### src/design/pcg_pkg.sv
// constants, offsets and reset values shared by the crc generator files
// assumes an 8-bit register port with 16-bit byte addresses
package pcg_pkg;

  localparam int ADDR_W = 16;
  localparam int BYTE_W = 8;
  localparam int CRC_W = 32;

  // register byte addresses, data bytes most significant first
  localparam logic [ADDR_W-1:0] ADDR_DATA3 = 16'h1890;
  localparam logic [ADDR_W-1:0] ADDR_DATA2 = 16'h1891;
  localparam logic [ADDR_W-1:0] ADDR_DATA1 = 16'h1892;
  localparam logic [ADDR_W-1:0] ADDR_DATA0 = 16'h1893;
  localparam logic [ADDR_W-1:0] ADDR_POLY3 = 16'h1894;
  localparam logic [ADDR_W-1:0] ADDR_POLY2 = 16'h1895;
  localparam logic [ADDR_W-1:0] ADDR_POLY1 = 16'h1896;
  localparam logic [ADDR_W-1:0] ADDR_POLY0 = 16'h1897;
  localparam logic [ADDR_W-1:0] ADDR_CTRL = 16'h1898;

  // values after reset
  localparam logic [BYTE_W-1:0] DATA_RST = 8'hff;
  localparam logic [BYTE_W-1:0] POLY3_RST = 8'h00;
  localparam logic [BYTE_W-1:0] POLY2_RST = 8'h00;
  localparam logic [BYTE_W-1:0] POLY1_RST = 8'h10;
  localparam logic [BYTE_W-1:0] POLY0_RST = 8'h21;
  localparam logic [BYTE_W-1:0] CTRL_RST = 8'h00;

  // control byte field positions
  localparam int CTRL_WIDE_BIT = 0;
  localparam int CTRL_SEED_BIT = 1;
  localparam int CTRL_CPL_BIT = 2;
  localparam int CTRL_RSVD_BIT = 3;
  localparam int CTRL_RTT_LSB = 4;
  localparam int CTRL_WTT_LSB = 6;

  // transpose field encoding, same for write and read
  localparam logic [1:0] TP_NONE = 2'h0;
  localparam logic [1:0] TP_BITS = 2'h1;
  localparam logic [1:0] TP_BOTH = 2'h2;
  localparam logic [1:0] TP_BYTES = 2'h3;

  // message byte buffer
  localparam int FIFO_DEPTH = 2;

endpackage : pcg_pkg

### src/design/pcg_step_if.sv
// carries one byte step between the register block and the byte engine
// assumes both ends sit on the same clock; the step itself is combinational
interface pcg_step_if;
  logic [31:0] crcIn;
  logic [31:0] poly;
  logic [7:0] dataByte;
  logic wide;
  logic [31:0] crcOut;

  modport calc (input crcIn, input poly, input dataByte, input wide, output crcOut);
  modport user (output crcIn, output poly, output dataByte, output wide, input crcOut);
endinterface : pcg_step_if

### src/design/pcg_byte_step.sv
// byte engine: folds one byte into the running checksum in one pass
// assumes the caller registers the result; no state of its own
module pcg_byte_step (
  pcg_step_if.calc stepIf
);
  import pcg_pkg::*;

  always_comb begin
    logic [31:0] acc;
    logic [31:0] polyEff;
    logic top;
    acc = stepIf.crcIn;
    polyEff = stepIf.wide ? stepIf.poly : {16'h0000, stepIf.poly[15:0]};
    top = 1'b0;
    // byte enters at the top of the active width
    if (stepIf.wide) begin
      acc = acc ^ {stepIf.dataByte, 24'h000000};
    end else begin
      acc = acc ^ {16'h0000, stepIf.dataByte, 8'h00};
    end
    for (int i = 0; i < BYTE_W; i++) begin
      top = stepIf.wide ? acc[31] : acc[15];
      acc = {acc[30:0], 1'b0};
      if (top) begin
        acc = acc ^ polyEff;
      end
    end
    // upper half is left alone in narrow mode
    stepIf.crcOut = stepIf.wide ? acc : {stepIf.crcIn[31:16], acc[15:0]};
  end

endmodule : pcg_byte_step

### src/design/pcg_byte_fifo.sv
// small buffer with valid/ready on both sides
// assumes one clock and a synchronous active-low reset
module pcg_byte_fifo #(
  parameter int WIDTH = 8,
  parameter int DEPTH = 2
) (
  // clock and reset
  input wire logic core_clk,
  input wire logic rst_n,
  // fill side
  input wire logic inValid,
  output logic inReady,
  input wire logic [WIDTH-1:0] inData,
  // drain side
  output logic outValid,
  input wire logic outReady,
  output logic [WIDTH-1:0] outData
);
  localparam int PW = (DEPTH > 1) ? $clog2(DEPTH) : 1;
  localparam int CW = $clog2(DEPTH + 1);
  localparam logic [PW-1:0] LAST = PW'(DEPTH - 1);
  localparam logic [CW-1:0] FULL = CW'(DEPTH);

  typedef struct packed {
    logic [DEPTH-1:0][WIDTH-1:0] mem;
    logic [PW-1:0] wrPtr;
    logic [PW-1:0] rdPtr;
    logic [CW-1:0] count;
  } pcg_fifo_state_t;

  pcg_fifo_state_t st_r;
  pcg_fifo_state_t st_nxt;
  logic push;
  logic pop;

  assign inReady = (st_r.count != FULL);
  assign outValid = (st_r.count != '0);
  assign outData = st_r.mem[st_r.rdPtr];
  assign push = inValid && inReady;
  assign pop = outValid && outReady;

  always_comb begin
    st_nxt = st_r;
    if (push) begin
      st_nxt.mem[st_r.wrPtr] = inData;
      st_nxt.wrPtr = (st_r.wrPtr == LAST) ? '0 : st_r.wrPtr + 1'b1;
    end
    if (pop) begin
      st_nxt.rdPtr = (st_r.rdPtr == LAST) ? '0 : st_r.rdPtr + 1'b1;
    end
    if (push && !pop) begin
      st_nxt.count = st_r.count + 1'b1;
    end else if (pop && !push) begin
      st_nxt.count = st_r.count - 1'b1;
    end
  end

  always_ff @(posedge core_clk) begin
    if (!rst_n) begin
      st_r <= '0;
    end else begin
      st_r <= st_nxt;
    end
  end

endmodule : pcg_byte_fifo

### src/design/pcg_crc_top.sv
// programmable crc generator behind an 8-bit register port
// assumes the cpu port and the clock enable come from logic on core_clk
module pcg_crc_top
  import pcg_pkg::*;
(
  // clock and reset
  input wire logic core_clk,
  input wire logic rst_n,
  // register port
  input wire logic [pcg_pkg::ADDR_W-1:0] regAddr,
  input wire logic regWrEn,
  input wire logic [pcg_pkg::BYTE_W-1:0] regWrData,
  output logic regWrReady,
  input wire logic regRdEn,
  output logic [pcg_pkg::BYTE_W-1:0] regRdData,
  output logic regRdValid,
  // power management
  input wire logic moduleClkEn,
  // observation
  output logic crcBusy,
  output logic [pcg_pkg::CRC_W-1:0] crcValue
);
  import pcg_pkg::*;

  typedef struct packed {
    logic [CRC_W-1:0] crc;
    logic [CRC_W-1:0] poly;
    logic [BYTE_W-1:0] ctrl;
    logic [BYTE_W-1:0] rdData;
    logic rdValid;
  } pcg_state_t;

  pcg_state_t st_r;
  pcg_state_t st_nxt;

  localparam pcg_state_t ST_RST = '{
    crc: {DATA_RST, DATA_RST, DATA_RST, DATA_RST},
    poly: {POLY3_RST, POLY2_RST, POLY1_RST, POLY0_RST},
    ctrl: CTRL_RST,
    rdData: '0,
    rdValid: 1'b0
  };

  // control fields
  logic wideMode;
  logic seedSel;
  logic readCpl;
  logic [1:0] write_transpose_type;
  logic [1:0] read_transpose_type;

  // decode
  logic hitData;
  logic hitPoly;
  logic hitCtrl;
  logic [1:0] byteSel;
  logic isMsgAddr;
  logic wrAccept;
  logic msgWrite;
  logic seedWrite;
  logic polyWrite;
  logic ctrlWrite;
  logic [3:0] seedLane;
  logic [3:0] polyLane;

  // what a write to the current address would do, worked out from the
  // address and the seed and width control bits so it can also steer the ready answer
  typedef enum logic [2:0] {
    WK_MESSAGE,
    WK_SEED,
    WK_POLY,
    WK_POLY_DROP,
    WK_CTRL,
    WK_IGNORE
  } pcg_wr_kind_t;

  pcg_wr_kind_t wrKind;

  // buffer and engine
  logic fifoInReady;
  logic fifoOutValid;
  logic fifoOutReady;
  logic [BYTE_W-1:0] fifoOutData;
  logic [BYTE_W-1:0] wrByteTp;
  logic stepTake;

  // read path
  logic [CRC_W-1:0] crcView;
  logic [BYTE_W-1:0] rdMux;

  pcg_step_if stepBus ();

  // reverse bit order inside one byte
  function automatic logic [BYTE_W-1:0] revByte(input logic [BYTE_W-1:0] b);
    logic [BYTE_W-1:0] r;
    r = '0;
    for (int i = 0; i < BYTE_W; i++) begin
      r[i] = b[BYTE_W-1-i];
    end
    return r;
  endfunction : revByte

  // a single byte access cannot swap bytes, so the both mode only flips bits and the bytes mode passes the byte unchanged
  function automatic logic [BYTE_W-1:0] tpByte(input logic [BYTE_W-1:0] b, input logic [1:0] tp);
    logic [BYTE_W-1:0] r;
    r = b;
    unique case (tp)
      TP_BITS, TP_BOTH: r = revByte(b);
      TP_NONE, TP_BYTES: r = b;
    endcase
    return r;
  endfunction : tpByte

  // place of each data address inside the checksum word
  function automatic logic [1:0] laneOf(input logic [ADDR_W-1:0] a);
    logic [1:0] l;
    l = 2'h0;
    unique case (a)
      ADDR_DATA3, ADDR_POLY3: l = 2'h3;
      ADDR_DATA2, ADDR_POLY2: l = 2'h2;
      ADDR_DATA1, ADDR_POLY1: l = 2'h1;
      default: l = 2'h0;
    endcase
    return l;
  endfunction : laneOf

  assign wideMode = st_r.ctrl[CTRL_WIDE_BIT];
  assign seedSel = st_r.ctrl[CTRL_SEED_BIT];
  assign readCpl = st_r.ctrl[CTRL_CPL_BIT];
  assign write_transpose_type = st_r.ctrl[CTRL_WTT_LSB +: 2];
  assign read_transpose_type = st_r.ctrl[CTRL_RTT_LSB +: 2];

  // address decode
  always_comb begin
    hitData = 1'b0;
    hitPoly = 1'b0;
    hitCtrl = 1'b0;
    unique case (regAddr)
      ADDR_DATA3, ADDR_DATA2, ADDR_DATA1, ADDR_DATA0: hitData = 1'b1;
      ADDR_POLY3, ADDR_POLY2, ADDR_POLY1, ADDR_POLY0: hitPoly = 1'b1;
      ADDR_CTRL: hitCtrl = 1'b1;
      default: begin
        hitData = 1'b0;
      end
    endcase
  end

  assign byteSel = laneOf(regAddr);

  // write classification
  always_comb begin
    wrKind = WK_IGNORE;
    unique case (regAddr)
      ADDR_DATA3, ADDR_DATA2, ADDR_DATA1: begin
        // data-mode writes here are taken and dropped
        wrKind = seedSel ? WK_SEED : WK_IGNORE;
      end
      ADDR_DATA0: begin
        wrKind = seedSel ? WK_SEED : WK_MESSAGE;
      end
      ADDR_POLY3, ADDR_POLY2: begin
        wrKind = wideMode ? WK_POLY : WK_POLY_DROP;
      end
      ADDR_POLY1, ADDR_POLY0: begin
        wrKind = WK_POLY;
      end
      ADDR_CTRL: begin
        wrKind = WK_CTRL;
      end
      default: begin
        wrKind = WK_IGNORE;
      end
    endcase
  end

  assign isMsgAddr = (wrKind == WK_MESSAGE);

  // a message write waits for a free buffer slot; anything that changes
  // the checksum set-up waits until queued bytes are folded in, so a seed
  // or width change never overtakes data written before it
  always_comb begin
    if (isMsgAddr) begin
      regWrReady = fifoInReady;
    end else begin
      regWrReady = !fifoOutValid;
    end
  end

  assign wrAccept = regWrEn && regWrReady;
  assign msgWrite = wrAccept && (wrKind == WK_MESSAGE);
  assign seedWrite = wrAccept && (wrKind == WK_SEED);
  assign polyWrite = wrAccept && (wrKind == WK_POLY);
  assign ctrlWrite = wrAccept && (wrKind == WK_CTRL);
  assign wrByteTp = tpByte(regWrData, write_transpose_type);

  // one strobe per byte lane of the checksum and polynomial registers
  for (genvar g = 0; g < CRC_W / BYTE_W; g++) begin : g_lane
    assign seedLane[g] = seedWrite && (byteSel == 2'(g));
    assign polyLane[g] = polyWrite && (byteSel == 2'(g));
  end

  pcg_byte_fifo #(
    .WIDTH(BYTE_W),
    .DEPTH(FIFO_DEPTH)
  ) u_fifo (
    .core_clk(core_clk),
    .rst_n(rst_n),
    .inValid(msgWrite),
    .inReady(fifoInReady),
    .inData(wrByteTp),
    .outValid(fifoOutValid),
    .outReady(fifoOutReady),
    .outData(fifoOutData)
  );

  // gating the engine stalls the drain, so the buffer fills and the
  // write port backs off instead of dropping bytes
  assign fifoOutReady = moduleClkEn;
  assign stepTake = fifoOutValid && fifoOutReady;

  assign stepBus.crcIn = st_r.crc;
  assign stepBus.poly = st_r.poly;
  assign stepBus.dataByte = fifoOutData;
  assign stepBus.wide = wideMode;

  pcg_byte_step u_step (
    .stepIf(stepBus)
  );

  // value software sees; complement applies after the transpose
  always_comb begin
    crcView = st_r.crc;
    for (int k = 0; k < CRC_W / BYTE_W; k++) begin
      crcView[k*BYTE_W +: BYTE_W] = tpByte(st_r.crc[k*BYTE_W +: BYTE_W], read_transpose_type);
    end
    if (readCpl) begin
      crcView = ~crcView;
    end
  end

  // read multiplexer
  always_comb begin
    rdMux = '0;
    if (hitData) begin
      // narrow mode results sit in lanes 1 and 0; upper lanes carry
      // whatever was last put there and carry no meaning
      rdMux = crcView[byteSel*BYTE_W +: BYTE_W];
    end else if (hitPoly) begin
      rdMux = st_r.poly[byteSel*BYTE_W +: BYTE_W];
    end else if (hitCtrl) begin
      rdMux = st_r.ctrl;
      rdMux[CTRL_RSVD_BIT] = 1'b0;
    end
  end

  // next state
  always_comb begin
    st_nxt = st_r;
    st_nxt.rdValid = regRdEn;
    if (regRdEn) begin
      st_nxt.rdData = rdMux;
    end

    // engine: one byte per enabled clock
    if (stepTake) begin
      st_nxt.crc = stepBus.crcOut;
    end

    // buffer is empty whenever a seed lands, so the seed cannot race the engine
    for (int k = 0; k < CRC_W / BYTE_W; k++) begin
      if (seedLane[k]) begin
        st_nxt.crc[k*BYTE_W +: BYTE_W] = wrByteTp;
      end
      if (polyLane[k]) begin
        st_nxt.poly[k*BYTE_W +: BYTE_W] = regWrData;
      end
    end

    if (ctrlWrite) begin
      st_nxt.ctrl = regWrData;
      // reserved bit always reads back as zero
      st_nxt.ctrl[CTRL_RSVD_BIT] = 1'b0;
    end
  end

  always_ff @(posedge core_clk) begin
    if (!rst_n) begin
      // all ones checksum, 0x1021 polynomial, cleared control
      st_r <= ST_RST;
    end else begin
      st_r <= st_nxt;
    end
  end

  assign regRdData = st_r.rdData;
  assign regRdValid = st_r.rdValid;
  assign crcBusy = fifoOutValid;
  assign crcValue = st_r.crc;

endmodule : pcg_crc_top

### config.mk
export PLATFORM = sky130hd
export DESIGN_NAME = pcg_crc_top
export DESIGN_NICKNAME = d
export VERILOG_FILES = /design/src/design/pcg_pkg.sv /design/src/design/pcg_step_if.sv /design/src/design/pcg_byte_step.sv /design/src/design/pcg_byte_fifo.sv /design/src/design/pcg_crc_top.sv
export SDC_FILE = /design/constraint.sdc
export NUM_CORES = 1
export LEC_CHECK = 0
export ABC_AREA = 1
export BUFFER_PORTS_ARGS = -buffer_cell sky130_fd_sc_hd__buf_2
export CAP_MARGIN = 20
export CORE_ASPECT_RATIO = 1.5
export CORE_MARGIN = 4
export CORE_UTILIZATION = 53
export CTS_BUF_LIST = sky130_fd_sc_hd__clkbuf_8
export DETAILED_ROUTE_END_ITERATION = 8
export MAX_ROUTING_LAYER = met4
export PLACE_DENSITY = 0.71
export SLEW_MARGIN = 20
export SYNTH_ARGS = -nofsm -noshare
export SYNTH_HDL_FRONTEND = slang
export SYNTH_SLANG_ARGS = --single-unit
export TNS_END_PERCENT = 50
### constraint.sdc
create_clock -name core_clk -period 6.6 [get_ports core_clk]
set_input_delay 0.33 -clock core_clk [delete_from_list [all_inputs] [get_ports core_clk]]
set_output_delay 0.33 -clock core_clk [all_outputs]
set_load 0.005 [all_outputs]
# Word level (Yosys, flattened, before mapping)
# Index checks and enable logic that the tools add are counted.
# totals
ff_bits	100
inputBits	29
output_inout_bits	43
word_cells	156
# op_classes
add_sub_neg	4
n_lt_le_gt_ge	3
eq_ne	22
shifts	2
muxes	51
bitwise_logic	11
reduce_logical	47
# ops
op	count
32-bit two-way mux	13
32-bit bitwise XOR	9
16-bit by 13-bit equality test with 1-bit output (second input constant)	9
8-bit two-way mux	10
8-bit case mux with 2 select lines	5
32-bit by 6-bit indexed part select with 8-bit output	2
32-bit NOT	1
32-bit by 16-bit bitwise XOR with 32-bit output	1
1-bit logical AND	18
2-bit OR reduction	9
16-bit bitwise mux	1
1-bit two-way mux	16
2-bit nonzero test	8
3-bit case mux with 5 select lines	1
2-bit equality test (second input constant)	6
8-bit demux with 1-bit select	1
4-bit OR reduction	2
2-bit by 1-bit equality test with 1-bit output (second input constant)	3
2-bit zero test	3
2-bit case mux with 3 select lines	1
1-bit by 2-bit less-than comparator with 1-bit output (second input constant)	2
2-bit two-way mux	2
2-bit AND reduction	2
3-bit by 1-bit equality test with 1-bit output (second input constant)	1
11 further kinds	14

# Depth between registers and ports, before layout
# logic_depth
word_depth	23
depth_mapped	40
ltp_nobuf	39

# By module
# From an unflattened synthesis, not the netlist that was laid out.
# unflattened
hier_cells	2302
hier_area_um2	12719.7
# modules_own_cells
module	instances	cells_each	area_per_inst_um2	seq_area_each_um2
pcg_byte_step	1	1256	6077.1	0.0
pcg_crc_top	1	895	5661.7	1601.5
pcg_byte_fifo	1	151	980.9	400.4

# Least setup slack after synthesis
# OpenSTA, ideal clock, no wires.
# synth_path
kind	register -> register
from	register u_fifo.st_r[2] in the netlist's numbering
to	register st_r (netlist bit crcValue[22])
setup_time_ns	0.121
t_arrival_ns	3.348
required_ns	6.479
slack_ns	3.131
path_stages_with_launch	35
path_buffers	4
period_less_slack_ns	3.469
path_cell_list	dfxtp_1 -> buf_6 -> inv_4 -> nand2_2 -> nand2_2 -> nand2_1 -> nand2_1 -> nand2_1 -> nand2_1 -> nand2_1 -> nand2_2 -> nand3_4 -> nand2_4 -> inv_2 -> nand2_2 -> nand3_4 -> buf_6 -> nand3_2 -> nand2_4 -> nor2_4 -> nor2_8 -> nand2_2 -> nand3_2 -> nand2_2 -> buf_6 -> nand2_1 -> nand2_1 -> nand2_1 -> xor2_2 -> o21bai_4 -> buf_6 -> nand2_1 -> or2_1 -> nand3_1 -> nand2_1
# synth_between
elab_chain_cells	23
elab_cells_between_ends	32
classes_between	22 x mux; 10 x bitwise
# synth_lines
element	line_no	rtl
start, declared	pcg_byte_fifo.sv:31	pcg_fifo_state_t st_r;
start signal, assigned	pcg_byte_fifo.sv:62	st_r <= st_nxt;
8-bit two-way mux (implied by the code) (*) (2 in series)	pcg_byte_fifo.sv:38	assign outData = st_r.mem[st_r.rdPtr];
32-bit by 16-bit bitwise XOR with 32-bit output / 32-bit bitwise XOR (equally long branches)	pcg_byte_step.sv:19, pcg_byte_step.sv:17	
32-bit two-way mux (*)	pcg_byte_step.sv:16	if (stepIf.wide) begin
32-bit bitwise XOR / 1-bit two-way mux (equally long branches)	pcg_byte_step.sv:25, pcg_byte_step.sv:22	
32-bit two-way mux (*)	pcg_byte_step.sv:24	if (top) begin
32-bit bitwise XOR / 1-bit two-way mux (equally long branches)	pcg_byte_step.sv:25, pcg_byte_step.sv:22	
32-bit two-way mux (*)	pcg_byte_step.sv:24	
32-bit bitwise XOR / 1-bit two-way mux (equally long branches)	pcg_byte_step.sv:25, pcg_byte_step.sv:22	
(+6 left out)	--	
32-bit two-way mux (*)	pcg_byte_step.sv:24	
32-bit bitwise XOR / 1-bit two-way mux (equally long branches)	pcg_byte_step.sv:25, pcg_byte_step.sv:22	
32-bit two-way mux (*)	pcg_byte_step.sv:24	
32-bit bitwise XOR / 1-bit two-way mux (equally long branches)	pcg_byte_step.sv:25, pcg_byte_step.sv:22	
32-bit two-way mux (*)	pcg_byte_step.sv:24	
32-bit two-way mux (*)	pcg_byte_step.sv:29	stepIf.crcOut = stepIf.wide ? acc : {stepIf.crcIn[31:16], acc[15:0]};
32-bit two-way mux (*)	pcg_crc_top.sv:264	if (stepTake) begin
8-bit two-way mux (*)	pcg_crc_top.sv:270	if (seedLane[k]) begin
end signal, assigned	pcg_crc_top.sv:290	st_r <= st_nxt;
end, declared	pcg_crc_top.sv:33	pcg_state_t st_r;
# Every way passes the cells marked *; elsewhere a longest branch is shown, timed or not. The select of a mux whose other input is x is not followed.
# A chain may end at the register's enable or synchronous reset.

# Worst setup path after layout
# layout_path
from	register u_fifo.st_r[2] in the netlist's numbering
to	register st_r (netlist bit crcValue[13])
# layout_between
elab_chain_cells	23
elab_cells_between_ends	32
classes_between	22 x mux; 10 x bitwise
# layout_lines
element	line_no
8-bit two-way mux (implied by the code) (*) (2 in series)	pcg_byte_fifo.sv:38
32-bit by 16-bit bitwise XOR with 32-bit output / 32-bit bitwise XOR (equally long branches)	pcg_byte_step.sv:19, pcg_byte_step.sv:17
32-bit two-way mux (*)	pcg_byte_step.sv:16
1-bit two-way mux / 32-bit bitwise XOR (equally long branches)	pcg_byte_step.sv:22, pcg_byte_step.sv:25
32-bit two-way mux (*)	pcg_byte_step.sv:24
32-bit bitwise XOR / 1-bit two-way mux (equally long branches)	pcg_byte_step.sv:25, pcg_byte_step.sv:22
32-bit two-way mux (*)	pcg_byte_step.sv:24
32-bit bitwise XOR / 1-bit two-way mux (equally long branches)	pcg_byte_step.sv:25, pcg_byte_step.sv:22
(+6 left out)	--
32-bit two-way mux (*)	pcg_byte_step.sv:24
32-bit bitwise XOR / 1-bit two-way mux (equally long branches)	pcg_byte_step.sv:25, pcg_byte_step.sv:22
32-bit two-way mux (*)	pcg_byte_step.sv:24
32-bit bitwise XOR / 1-bit two-way mux (equally long branches)	pcg_byte_step.sv:25, pcg_byte_step.sv:22
32-bit two-way mux (*)	pcg_byte_step.sv:24
32-bit two-way mux (*)	pcg_byte_step.sv:29
32-bit two-way mux (*)	pcg_crc_top.sv:264
8-bit two-way mux (*)	pcg_crc_top.sv:270
# Marks and branches as above.

==> reports/qor.txt <==
outcome = finished clean
dominant cells by area after synthesis = nand2_1, dfxtp_1, nand3_1, xor2_1, inv_1
CP required = 6880 ps
Final Setup Violations = 0
IO Pins = 72
setup bufs post-CTS = 0
sequential area share after synthesis = 0.1825
setup tns final = 0 ps
CTS root buf = clkbuf_8
Startpoint Class = flip-flop
Post-DP HPWL = 31,100 um
total CTS buffers = 9
M3 GR Usage = 0.03276
Yosys Warn Count = 0
Routed WL = 39,750 um
Max-slew headroom = 0.2851
Ant. Diodes = 0
Final period util = 0.9063
starting density of the core = 0.5371
Mean Syn Cell Area = 5.757 um2
TritonCTS clock tree = built
worst skew pair latency = 400 ps
Post-Synthesis Cell Area = 10,970 um2
sequential share of power = 0.256
# DRC = 0
layout cell share with drive strength beyond 1 = 0.09178
Resized cells post-CTS = 0
Worst EP arrival = 6260 ps
power density over cell area = 225.4 nW/um2
slowest CP cell = dfxtp_1
row cnt = 64
total power = 2.542 mW
crit path time final = 5982 ps
routability cong. = 1.063
CP endpoint kind = flip-flop
via count = 12.42k
wire per inst = 18.50 um
Clk pwr share = 0.170
largest net degree at the start of global routing = 68
kind of critical path = flip-flop to flip-flop
Synth Register Bits = 100
CORE AREA = 20,420 um2
Clock Sinks = 100
met2 usage = 0.5823
Int Pwr = 1.213 mW
Sw Pwr = 1.329 mW
Pins Over Slew Limit = 0
initial antenna violation count = 0
ys async rst share = 0
DRT Pass-1 Iters = 8
first-pass GRT wire length = 62,130 um
Post-Syn Nets = 1,935
vias per cell = 5.778
Die Area = 23,110 um2
switching share of power = 0.5228
DRT iter0 DRCs = 1,283
Clock transition at path regs = 130 ps
peak per-stage delay on the critical path = 660 ps
Longest Clk Path Bufs = 2
Hold Crit Class = input port to flip-flop
final hold viol count = 0
total gr overflow = 0
maxcap violations = 0
Synth Instances = 1,905
Post-layout nets = 1,910
CP most frequent cell = nand2_2
Post-synth top flop = dfxtp_1
CTS H-Tree Depth = 3
global route hottest layer = met2
vias in the first global route = 11.39k
Post-synth EDFFs = 0
Comb pwr share = 0.574
Worst IR Drop VDD = 0.0001489 V
RSZ-0062 raised after global routing = no
share of the synthesized area in the top cell type = 0.2430
Die W = 125.5 um
Worst Tran Pin Value = 1064 ps
LEAKAGE = 5.235 nW
area leader, netlist = nand2_1
f_max = 167.2 MHz
DRT antenna net count = 0
synth unique cells = 52
PortBufs = 71
clock skew = 23.24 ps
global-route usage over all layers = 0.3466
hold buffer count at CTS = 0
fillers = 2,179
Crit Path Max Fanout = 24
Area growth, synth to finish = 2.783%
grt met1 use = 0.3975
Die Ht = 184.2 um
[cell families (layout without fill, tap and decap cells)]
group | Yosys count | in the layout | share of synthesized area
xor+xnor | 137 | 137 | 0.1101
simple gates | 1041 | 1041 | 0.4106
buf+inv | 325 | 305 | 0.1356
flops | 100 | 100 | 0.1825
compound gates | 301 | 301 | 0.1601
fa+ha+maj | 1 | 1 | 0.001141
[power by group through the flow]
stage                     clock network, mW  logic (mW)  registers [mW]
after CTS                             0.433        1.45           0.649
after detailed placement                  0        1.44           0.663
after floorplan                           0        1.15           0.645
after global placement                    0        1.42           0.663
final                                 0.431        1.46           0.651
after global routing                  0.455        1.66           0.651
[cell usage after synthesis, types with 2 or more instances]
cell type	instances
inv_1	179
clkbuf_1	44
nand2_4	7
nand2_2	24
buf_1	5
dfxtp_1	100
o211ai_1	3
nand3_2	5
o221ai_1	2
nor4_1	4
o311ai_0	2
nand2_1	710
nand3b_1	4
xnor2_1	41
nor2_1	56
o21ai_1	11
or2_2	3
nand4_1	34
clkinv_1	6
buf_6	7
or2_0	3
nor3_1	8
buf_2	23
o22ai_1	17
nand3_4	5
nand3_1	173
buf_4	46
xor2_1	95
inv_2	13
a221oi_1	37
o221a_2	2
a21oi_1	95
o21ai_0	122
[flip-flops by register name (all words and copies together), names as in the netlist]
name,flops
u_fifo.st_r,20
seedSel,1
readCpl,1
regRdValid,1
read_transpose_type,2
crcValue,32
regRdData,8
stepBus.poly,32
st_r,3
[critical path: cells and delay by family (launching register included)]
| family | cells | cell delay, ps |
|---|---|---|
| and+or+nand+nor | 23 | 3390 |
| buffers and inverters | 5 | 1230 |
| AOI/OAI and AO/OA | 1 | 560 |
| DFF | 1 | 660 |
[worst paths after layout]
path	end	slack [ps]	startpoint	cells after the start
worst min-delay path	stepBus.poly[0]	230	regWrData[0]	3
worst min register to register	u_fifo.st_r[4]	460	u_fifo.st_r[4]	2
worst max register to register	crcValue[13]	620	u_fifo.st_r[2]	29
worst max-delay path	crcValue[13]	620	u_fifo.st_r[2]	29
[cells in the final DEF, fill, tap and decap left out, types with 4 or more instances in the layout]
master / count
a21oi_1: 95
a221oi_1: 37
buf_2: 71
buf_4: 19
clkbuf_8: 9
clkinv_1: 6
dfxtp_1: 100
inv_1: 179
inv_2: 13
nand2_1: 710
nand2_2: 24
nand2_4: 7
nand3_1: 173
nand3_2: 5
nand3_4: 5
nand3b_1: 4
nand4_1: 34
nor2_1: 56
nor3_1: 8
nor4_1: 4
o21ai_0: 120
o21ai_1: 13
o22ai_1: 17
xnor2_1: 41
xor2_1: 95
[through the flow]
stage                     cells  instance area, um2  hold slack, ps  setup WS (ps)  utilization
after floorplan            1905               10970           423.7           3131            -
after CTS                  2149               11270           228.0          721.2       0.5521
final                      2149               11270           232.1          618.5       0.5521
after global placement     2133               11060           435.2          943.2       0.5415
after global routing       2149               11270           253.1          114.7       0.5521
after detailed placement   2133               11060           446.9          734.9       0.5415
[layout make-up]
| cell class | instances | area, um2 | area share |
|---|---|---|---|
| Tap cell | 264 | 330.3 | 0.02930 |
| Multi-Input combinational cell | 1480 | 7478 | 0.6634 |
| Clock buffer | 9 | 123.9 | 0.01099 |
| Inverter | 199 | 749.5 | 0.06648 |
| Sequential cell | 100 | 2002 | 0.1776 |
| Clock inverter | 7 | 91.34 | 0.008102 |
| Timing Repair Buffer | 90 | 498.0 | 0.04417 |
[routing by layer]
metal  wire length (um)  vias up  share of wire
met3               2388      177          0.060
met5                  0        -              0
li1                   -     6065              -
met4               3139        0          0.079
met1              15640     5620           0.39
met2              18580      555           0.47
(Power assumes the default switching activity.)
